## src/rtl/dim_consts.vh

```
/*
  constants for the identification and calibration-reset mode register bank:
  register addresses, field positions, identity defaults, cycle counts.
  assumes inclusion by bare name from design files under rtl/.
*/
`ifndef DIM_CONSTS_VH
`define DIM_CONSTS_VH

// mode register addresses (6-bit)
`define DIM_ADDR_MAKER        6'h05
`define DIM_ADDR_REV_FIRST    6'h06
`define DIM_ADDR_REV_SECOND   6'h07
`define DIM_ADDR_TYPE         6'h08
`define DIM_ADDR_VENDOR_TEST  6'h09
`define DIM_ADDR_CAL_RESET    6'h0a

// device type register fields
`define DIM_TYPE_LSB          0
`define DIM_TYPE_MSB          1
`define DIM_DENS_LSB          2
`define DIM_DENS_MSB          5
`define DIM_WIDTH_LSB         6
`define DIM_WIDTH_MSB         7

// type codes
`define DIM_TYPE_S16          2'h0
`define DIM_TYPE_LOW_VDDQ     2'h1
// density codes
`define DIM_DENS_4GB          4'h0
`define DIM_DENS_32GB         4'h6
`define DIM_DENS_2GB          4'hc
// width codes
`define DIM_WIDTH_X16         2'h0
`define DIM_WIDTH_X8          2'h1

// calibration reset register field
`define DIM_CAL_DEFAULT_BIT   0
// vendor test register advised value
`define DIM_VENDOR_TEST_SAFE  8'h00

// identity defaults, values arbitrary
`define DIM_MAKER_DEFAULT     8'h5a
`define DIM_REV_FIRST_DEFAULT 8'h01
`define DIM_REV_SECOND_DEFAULT 8'h02

// calibration default pulse length in clock cycles
`define DIM_CAL_PULSE_CYCLES  4'h4

`endif

```

## src/rtl/dim_mode_regs.v

```verilog
/*
  identification, device type, vendor test and calibration default-reset
  mode registers of a low-power dram channel.
  identity and type values are parameters, write-only registers read as zero.
  assumes mode register read/write commands arrive already decoded as
  one-cycle strobes with address and operand, synchronous to clk_in.
  assumes the calibration strap is stable from power-up onward.
*/
// Function
// - address 05h reads a fixed eight-bit maker code that writes cannot change.
// - address 06h reads a fixed eight-bit first revision code for the silicon version.
// - address 07h reads a fixed eight-bit second revision code coded like the first.
// - address 08h bits 1:0 report type, 00 sixteen-prefetch and 01 low output supply.
// - address 08h bits 5:2 report density, 0000..0110 for 4..32 Gb and 1100 for 2 Gb.
// - address 08h bits 7:6 report width, 00 x16 and 01 x8, and the register is read-only.
// - address 0Ah bit 0 is write-only and writing 1 returns calibration to defaults.
// - a grounded calibration pin means default calibration only, and commands are ignored.
// - with the pin on the reference resistor, calibration commands and default reset work.
// - a read drives the eight register bits on the low data lines, reserved and unused as zero.
`timescale 1ns/1ps
`default_nettype none

`include "dim_consts.vh"

module dim_mode_regs #(
  parameter [7:0] MAKER_CODE   = `DIM_MAKER_DEFAULT,
  parameter [7:0] REV_FIRST    = `DIM_REV_FIRST_DEFAULT,
  parameter [7:0] REV_SECOND   = `DIM_REV_SECOND_DEFAULT,
  parameter [1:0] TYPE_CODE    = `DIM_TYPE_LOW_VDDQ,
  parameter [3:0] DENSITY_CODE = `DIM_DENS_32GB,
  parameter [1:0] WIDTH_CODE   = `DIM_WIDTH_X16,
  parameter       DQ_WIDTH     = 16
) (
  // clock and reset
  input  wire                clk_in,
  input  wire                nrst_in,
  // mode register command strobes
  input  wire                mr_write_in,
  input  wire                mr_read_in,
  input  wire [5:0]          mode_register_address_in,
  input  wire [7:0]          register_operand_bits_in,
  // calibration pin strap, high when tied to the reference resistor
  input  wire                cal_pin_resistor_in,
  // calibration commands from the command decoder
  input  wire                cal_start_in,
  input  wire                cal_latch_in,
  // read data
  output reg  [DQ_WIDTH-1:0] dq_out,
  output reg                 dq_valid_out,
  output reg                 read_hit_out,
  // calibration control
  output reg                 cal_default_out,
  output reg                 cal_start_out,
  output reg                 cal_latch_out,
  output reg                 cal_capable_out,
  // vendor test visibility
  output reg  [7:0]          vendor_test_out,
  output reg                 vendor_test_bad_out
);

  // one-hot states of the default-reset pulse
  localparam ST_IDLE  = 2'b01;
  localparam ST_PULSE = 2'b10;
  // first count of a pulse, so the output stands for the full length
  localparam [3:0] PULSE_LOAD = `DIM_CAL_PULSE_CYCLES - 4'h1;
  // data lines above the register byte
  localparam UNUSED_DQ = DQ_WIDTH - 8;

  // device type register and its fields
  wire [1:0]          type_field;
  wire [3:0]          density_field;
  wire [1:0]          width_field;
  wire [7:0]          type_reg;
  // read selector result
  wire [7:0]          sel_data;
  wire                sel_hit;
  // decoded write strobes
  wire                wr_vendor;
  wire                wr_cal_reset;
  wire                cal_reset_req;
  // pulse sequencer
  reg  [1:0]          state;
  reg  [1:0]          next_state;
  reg  [3:0]          pulse_cnt;
  reg  [3:0]          next_pulse_cnt;
  // strap capture
  reg                 strap_taken;
  reg                 cal_capable;
  reg                 next_cal_capable;
  // next read data
  reg  [DQ_WIDTH-1:0] next_dq;
  reg                 next_dq_valid;
  reg                 next_read_hit;
  // next vendor test state
  reg  [7:0]          next_vendor_test;
  reg                 next_vendor_test_bad;
  // next calibration outputs
  reg                 next_cal_default;
  reg                 next_cal_start;
  reg                 next_cal_latch;
  reg                 next_cal_capable_out;

  // identity constants come only from parameters, never from registers
  assign type_field    = TYPE_CODE;
  assign density_field = DENSITY_CODE;
  assign width_field   = WIDTH_CODE;
  assign type_reg      = {width_field, density_field, type_field};

  // plain address compare shared by every write decode
  function is_addr;
    input [5:0] a;
    input [5:0] b;
    begin
      is_addr = (a == b);
    end
  endfunction

  // upper data lines stay zero so a wide bus never shows stale bits
  function [DQ_WIDTH-1:0] place_low_byte;
    input [7:0] b;
    begin
      place_low_byte = {{UNUSED_DQ{1'b0}}, b};
    end
  endfunction

  // before the strap is taken no active command may slip through
  function cal_gate;
    input cmd;
    input capable;
    input taken;
    begin
      cal_gate = cmd & capable & taken;
    end
  endfunction

  // only the write-only registers decode writes; ids have no storage
  assign wr_vendor     = mr_write_in &
                         is_addr(mode_register_address_in, `DIM_ADDR_VENDOR_TEST);
  assign wr_cal_reset  = mr_write_in &
                         is_addr(mode_register_address_in, `DIM_ADDR_CAL_RESET);
  assign cal_reset_req = wr_cal_reset &
                         register_operand_bits_in[`DIM_CAL_DEFAULT_BIT];

  dim_read_mux u_read_mux (
    .addr_in       (mode_register_address_in),
    .maker_in      (MAKER_CODE),
    .rev_first_in  (REV_FIRST),
    .rev_second_in (REV_SECOND),
    .type_in       (type_reg),
    .data_out      (sel_data),
    .hit_out       (sel_hit)
  );

  // read data: register bits on the low byte, everything else zero
  always @* begin
    if (mr_read_in) begin
      next_dq = place_low_byte(sel_data);
    end else begin
      next_dq = {DQ_WIDTH{1'b0}};
    end
  end

  // an unmapped address still answers, with data zero and no hit
  always @* begin
    next_dq_valid = mr_read_in;
    next_read_hit = mr_read_in & sel_hit;
  end

  // registered so the data lines never glitch with the address decode
  always @(posedge clk_in or negedge nrst_in) begin
    if (!nrst_in) begin
      dq_out <= {DQ_WIDTH{1'b0}};
    end else begin
      dq_out <= next_dq;
    end
  end

  always @(posedge clk_in or negedge nrst_in) begin
    if (!nrst_in) begin
      dq_valid_out <= 1'b0;
      read_hit_out <= 1'b0;
    end else begin
      dq_valid_out <= next_dq_valid;
      read_hit_out <= next_read_hit;
    end
  end

  // strap is caught once after reset release; the pin must not change later
  always @* begin
    next_cal_capable = cal_capable;
    if (!strap_taken) begin
      next_cal_capable = cal_pin_resistor_in;
    end
  end

  always @(posedge clk_in or negedge nrst_in) begin
    if (!nrst_in) begin
      strap_taken <= 1'b0;
      cal_capable <= 1'b0;
    end else begin
      strap_taken <= 1'b1;
      cal_capable <= next_cal_capable;
    end
  end

  // vendor test register holds the last write; nonzero is flagged, not refused
  always @* begin
    next_vendor_test     = vendor_test_out;
    next_vendor_test_bad = vendor_test_bad_out;
    if (wr_vendor) begin
      next_vendor_test     = register_operand_bits_in;
      next_vendor_test_bad = (register_operand_bits_in != `DIM_VENDOR_TEST_SAFE);
    end
  end

  always @(posedge clk_in or negedge nrst_in) begin
    if (!nrst_in) begin
      vendor_test_out     <= `DIM_VENDOR_TEST_SAFE;
      vendor_test_bad_out <= 1'b0;
    end else begin
      vendor_test_out     <= next_vendor_test;
      vendor_test_bad_out <= next_vendor_test_bad;
    end
  end

  // default-reset pulse; a request while one runs is dropped, not queued
  always @* begin
    next_state     = state;
    next_pulse_cnt = pulse_cnt;
    case (state)
      ST_IDLE: begin
        if (cal_reset_req) begin
          next_state     = ST_PULSE;
          next_pulse_cnt = PULSE_LOAD;
        end
      end
      ST_PULSE: begin
        if (pulse_cnt == 4'h0) begin
          next_state = ST_IDLE;
        end else begin
          next_pulse_cnt = pulse_cnt - 4'h1;
        end
      end
      default: begin
        next_state     = ST_IDLE;
        next_pulse_cnt = 4'h0;
      end
    endcase
  end

  always @(posedge clk_in or negedge nrst_in) begin
    if (!nrst_in) begin
      state     <= ST_IDLE;
      pulse_cnt <= 4'h0;
    end else begin
      state     <= next_state;
      pulse_cnt <= next_pulse_cnt;
    end
  end

  // default reset follows the sequencer whatever the strap says
  always @* begin
    next_cal_default = (next_state == ST_PULSE);
  end

  // grounded pin blocks active commands only
  always @* begin
    next_cal_start       = cal_gate(cal_start_in, cal_capable, strap_taken);
    next_cal_latch       = cal_gate(cal_latch_in, cal_capable, strap_taken);
    next_cal_capable_out = cal_capable;
  end

  // registered so the pulse length is exact in whole clock cycles
  always @(posedge clk_in or negedge nrst_in) begin
    if (!nrst_in) begin
      cal_default_out <= 1'b0;
    end else begin
      cal_default_out <= next_cal_default;
    end
  end

  always @(posedge clk_in or negedge nrst_in) begin
    if (!nrst_in) begin
      cal_start_out   <= 1'b0;
      cal_latch_out   <= 1'b0;
      cal_capable_out <= 1'b0;
    end else begin
      cal_start_out   <= next_cal_start;
      cal_latch_out   <= next_cal_latch;
      cal_capable_out <= next_cal_capable_out;
    end
  end

  // no storage exists for ids, so writes to 05h..08h have no effect

endmodule

`default_nettype wire

```

## src/rtl/dim_read_mux.v

```verilog
/*
  read data selector: maps a mode register address to its eight-bit value.
  assumes the identification values are constant inputs from the top level.
*/
`timescale 1ns/1ps
`default_nettype none

module dim_read_mux (
  // selection
  input  wire [5:0] addr_in,
  // register contents
  input  wire [7:0] maker_in,
  input  wire [7:0] rev_first_in,
  input  wire [7:0] rev_second_in,
  input  wire [7:0] type_in,
  // result
  output reg  [7:0] data_out,
  output reg        hit_out
);

`include "dim_consts.vh"

  always @* begin
    data_out = 8'h00;
    hit_out  = 1'b1;
    case (addr_in)
      `DIM_ADDR_MAKER:      data_out = maker_in;
      `DIM_ADDR_REV_FIRST:  data_out = rev_first_in;
      `DIM_ADDR_REV_SECOND: data_out = rev_second_in;
      `DIM_ADDR_TYPE:       data_out = type_in;
      // write-only registers read back as zero
      `DIM_ADDR_VENDOR_TEST: data_out = 8'h00;
      `DIM_ADDR_CAL_RESET:   data_out = 8'h00;
      default: begin
        hit_out  = 1'b0;
      end
    endcase
  end

endmodule

`default_nettype wire

```

## config.mk

```make
export PLATFORM = sky130hd
export DESIGN_NAME = dim_mode_regs
export DESIGN_NICKNAME = d
export VERILOG_FILES = /design/src/rtl/dim_mode_regs.v /design/src/rtl/dim_read_mux.v
export VERILOG_INCLUDE_DIRS = /design/src /design/src/rtl
export SDC_FILE = /design/constraint.sdc
export NUM_CORES = 1
export LEC_CHECK = 0
export BUFFER_PORTS_ARGS = -buffer_cell sky130_fd_sc_hd__buf_2
export CAP_MARGIN = 25
export CORE_AREA = 2 2 50 70
export CTS_BUF_LIST = sky130_fd_sc_hd__clkbuf_4 sky130_fd_sc_hd__clkbuf_8
export DETAILED_ROUTE_END_ITERATION = 6
export DIE_AREA = 0 0 52 72
export HOLD_SLACK_MARGIN = 0.1
export PLACE_DENSITY = 0.75
export SETUP_SLACK_MARGIN = 0.15
export SYNTH_ARGS = -nofsm -noshare
export SYNTH_HDL_FRONTEND = slang
export SYNTH_SLANG_ARGS = --single-unit
```

## constraint.sdc

```tcl
create_clock -name clk_in -period 1.75 [get_ports clk_in]
set_input_delay 0.175 -clock clk_in [delete_from_list [all_inputs] [get_ports clk_in]]
set_output_delay 0.175 -clock clk_in [all_outputs]
set_load 0.03 [all_outputs]
```

* Word-level counts from Yosys, hierarchy flattened
Index checks and enable logic that the tools add are counted.
** Word-level totals
- Bits in registers :: 39
- Input bits :: 21
- Output and inout bits :: 31
- Word-level logic and storage cells :: 46
** Operators by class
- Add/sub/neg operators :: 1
- Eq/ne operators :: 11
- Multiplexer cells :: 9
- Bitwise gates (word level) :: 8
- Reductions and logical operators :: 4
** Operator list (count)
- 7-bit case mux with 4 select lines :: 1
- 6-bit by 3-bit == test with 1-bit output (second input constant) :: 3
- 6-bit by 4-bit == test with 1-bit output (second input constant) :: 3
- 1-bit AND :: 8
- 4-bit 2-to-1 mux :: 2
- 8-bit 2-to-1 mux :: 1
- 4-bit case mux with 2 select lines :: 1
- 8-bit nonzero test :: 1
- 6-bit OR reduction :: 1
- 2-bit == test (second input constant) :: 2
- 4-bit logical NOT :: 1
- 2-bit 2-to-1 mux :: 2
- 2-bit != test (second input constant) :: 2
- 2-bit case mux with 2 select lines :: 1
- 4-bit by 1-bit subtractor with 4-bit output (second input constant) :: 1
- 2-bit by 1-bit == test with 1-bit output (second input constant) :: 1
- 2-bit AND reduction :: 1
- 1-bit 2-to-1 mux :: 1

* Longest topological paths before layout
- Word-level depth :: 6
- Depth in mapped cells :: 7
- Depth with buffers taken out :: 6

* Modules after synthesis
A second synthesis with hierarchy kept.
** Unflattened totals
- Cells, all modules :: 148
- Area, all modules :: 1675.4 sq um
** By module, submodules not included
- dim_mode_regs :: instances 1, cells an instance 105, area an instance 1358.8 sq um, sequential area each 777.0 sq um
- dim_read_mux :: instances 1, cells an instance 43, area an instance 316.6 sq um, sequential area each 0.0 sq um

* Least setup slack after synthesis
OpenSTA, ideal clock, no wires.
- Path type :: reg-to-reg
- Start :: register state[0]
- End :: register pulse_cnt[3]
- Library setup time :: 0.064 ns
- Arrival time :: 1.827 ns
- Data required time :: 1.686 ns
- Slack :: -0.142 ns
- Cell stages (with the launch flop) :: 7
- Path buffers :: 0
- Clock period less this slack :: 1.892 ns
- Cells stage by stage :: dfstp_2 inv_1 ha_1 or2b_1 or4_1 a21oi_1 a311o_2
** Between the ends
- Word-level cells in the longest chain between the ends :: 3
- Elaborated cells between the ends (all ways) :: 6
- Classes of those cells :: eq/ne (4); mux (1); reduce/logical (1)
** Ends and longest elaborated chain
- start: declaration :: RTL line dim_mode_regs.v:82 : reg [1:0] state;
- start signal: assignment :: RTL line dim_mode_regs.v:256 : state <= next_state;
- 2-bit == test or 2-bit by 1-bit == test with 1-bit output (tied branches) :: RTL line dim_mode_regs.v:230 : case (state)
- 2-bit != test (no source line)
- 2-bit AND reduction (no source line)
- end signal: assignment :: RTL line dim_mode_regs.v:257 : pulse_cnt <= next_pulse_cnt;
- end: declaration :: RTL line dim_mode_regs.v:84 : reg [3:0] pulse_cnt;
Several ways; a longest one is shown, not always the timed one.
A chain may end at the register's enable or synchronous reset.

* Final worst setup path
- Start :: register state[0]
- End :: register pulse_cnt[2]
Same word-level chain as after synthesis.

==> impl_metrics.json <==
{
  "run_status": "finished, violations left",
  "violations": "setup timing",
  "start_util_pct": 43.16,
  "cts_max_level": 1,
  "fp.dieW_um": 52,
  "critPathKind": "flop to flop",
  "synth-seq-cells": 27,
  "mostFrequentLayoutCell": "buf_2",
  "ir_drop_mv": 0.7132,
  "timing.rr.end": "pulse_cnt[2]",
  "clkPwrFrac_pct": 23.8,
  "synth_area_mm2": 0.001335,
  "hold-path-endpoint": "cal_capable",
  "swShare_pct": 31.70,
  "cpPeakStageDelay_ps": 540,
  "drive_above_1_share_pct": 41.04,
  "fin_cells": 212,
  "core.rowCount": 24,
  "skew_ps": 2.362,
  "path_cells": "inv_2 > ha_4 > or2b_1 > or4b_1 > a21oi_1 > nand2b_1",
  "seq_area_um2": 676.9,
  "antenna_found_initial": 0,
  "cap_violations": 0,
  "r2r-start": "state[0]",
  "slew_headroom_pct": 60.76,
  "min-delay-start": "cal_pin_resistor_in",
  "first_global_vias": 1039,
  "finalNetCount": 199,
  "async_flop_share_pct": 100.0,
  "antenna_left": 0,
  "rsz0062_at_grt": "true",
  "fillers": 284,
  "drtIter0Drc": 13,
  "core_area_mm2": 0.003093,
  "setup_slack_ps": -74.70,
  "syn_inst": 124,
  "ioPinCount": 52,
  "final_core_util_pct": 53.56,
  "layout_common_cells": "buf_2 (40), dfrtp_1 (26), conb_1 (12)",
  "die_area_mm2": 0.003744,
  "seqPwrFrac_pct": 47.7,
  "clock_path_buffers": 2,
  "clk_pin_slew_ps": 90,
  "gp_congestion": 0.9209,
  "finalCriticalPeriod_ps": 1825,
  "p_int_mw": 1.014,
  "grt_overflow": 0,
  "clk_latency_ps": 270,
  "dominantRegCellSynth": "dfrtp_1",
  "hp-class": "input pin to flop",
  "fp.dieH_um": 72,
  "fin_hold_ws_ps": 129.0,
  "root_buffer": "clkbuf_8",
  "multi_input_area_um2": 579.3,
  "drt_wl_total_um": 2605,
  "track_usage_pct": 15.23,
  "p_switching_mw": 0.4707,
  "critPathCaptureType": "flop",
  "wl_per_cell_um": 12.29,
  "critPathMaxFanout": 3,
  "synth-edff-count": 0,
  "vias": 1016,
  "grt_max_degree": 28,
  "power.leakage_nw": 0.8789,
  "grt_pass1_wl_um": 4257,
  "dr.pass1.iters": 4,
  "r2r.worst_path.cells": 6,
  "cts.sinks": 27,
  "worst_pin_slew_ps": 588.7,
  "ys_seq_area_share_pct": 50.70,
  "p_comb_share_pct": 28.5,
  "whs_path_depth": 2,
  "dpl.hpwl_um": 2075,
  "hold_violations": 0,
  "p_total_mw": 1.485,
  "setup-violations-final": 2,
  "start_kind": "flop",
  "place_inst": 204,
  "syn_area_per_cell_um2": 10.77,
  "drc": 0,
  "required_ps": 1960,
  "syn_to_final_growth_pct": 24.09,
  "cp.arrival_ps": 2040,
  "r2r_slack_ps": -70,
  "cts_made_buffers": 3,
  "yosysUniqueCellTypes": 35,
  "slowest_stage": "dfstp_2",
  "power.density_mw_per_mm2": 896.4,
  "maxSlewViolCount": 0,
  "yosys_warnings": 0,
  "post-route-period-util_pct": 104.3,
  "port_buffers": 40,
  "cts_tree": "built",
  "diodes": 0,
  "fmax_mhz": 548.0,
  "vias_per_cell": 4.792
}
Yosys cell counts, types with 3 or more instances:
cell type  instances  share of area (%)
mux2_2            10                8.4
ha_1               4                3.7
nand3_1            8                3.0
dfrtp_1           26                 49
buf_4             12                6.7
nand2_1            8                2.2
inv_1              4                1.1
nor4_1             4                1.9
nor3_1             3                1.1
and3_1             3                1.4
a21oi_1            7                2.6
nor2_1             7                2.0
cell type report:
cell class / count / area share, %
flip-flops and latches: 27 / 40.86
repair buffers: 51 / 17.37
inverters: 4 / 0.9063
well taps: 39 / 2.946
multi-input cells: 87 / 34.97
clock inverters: 1 / 0.4532
clock buffers: 3 / 2.492
layer usage:
metal	GRT usage, %	part of all wire, %
met3	1.440	3.3
met2	27.85	56
met5	0	0
met1	15.55	39
met4	10.82	2.4
sequential cells by signal, summed over array words and instances, names as in the netlist:
register / flops
cal_capable: 1
cal_capable_out: 1
cal_default_out: 1
cal_gate.taken: 1
cal_latch_out: 1
cal_start_out: 1
dq_out: 4
dq_valid_out: 1
pulse_cnt: 4
read_hit_out: 1
state: 2
vendor_test_bad_out: 1
vendor_test_out: 8
stage by stage:
stage	instance area [um^2]	setup slack [ps]	setup TNS, ps
floorplan	1385	-40.78	-79.55
global placement	1570	-16.02	-16.02
detailed placement	1570	-75.52	-75.52
CTS	1654	-90.66	-90.79
global route	1657	-127.7	-269.1
finish	1657	-74.70	-78.39
power by group through the flow:
stage	sequential [mW]	combinational, mW	clock (mW)
6_report	0.708	0.423	0.353
5_1_grt	0.716	0.458	0.392
4_1_cts	0.709	0.423	0.364
3_5_place_dp	0.722	0.417	0
3_3_place_gp	0.719	0.406	0
2_1_floorplan	0.799	0.222	0
critical path, delay by kind of cell (launching register included):
kind / cells / cell delay, ps
buffers and inverters: 1 / 40
adder cells (fa/ha/maj): 1 / 200
flip-flops: 1 / 540
AND/OR/NAND/NOR: 3 / 860
AO/OA/AOI/OAI: 1 / 110
timing repair:
item                                   CTS  global route
endpoints found under the hold margin   27             0
gates resized for setup                  0             1
setup endpoints to repair                4             5
buffers inserted                         2             0
hold buffers                             2             0
pin swaps                                1             0
worst max path at each step:
stage                     startpoint            to
after global routing        state[0]  pulse_cnt[2]
after CTS                   state[0]  pulse_cnt[2]
after floorplan             state[0]  pulse_cnt[3]
final                       state[0]  pulse_cnt[2]
after global placement      state[0]  pulse_cnt[2]
after detailed placement    state[0]  pulse_cnt[2]
logic make-up (layout without fill, tap and decap cells):
kind of cell	Yosys count	after routing	share of synthesized area [%]
simple gates	47	47	20.06
other cells	2	12	0.5625
flops	27	27	50.70
compound gates	13	13	5.905
fa+ha+maj	4	4	3.749
buf+inv	20	59	9.840
mux	11	11	9.185
Power figures use the tool's default switching activity.
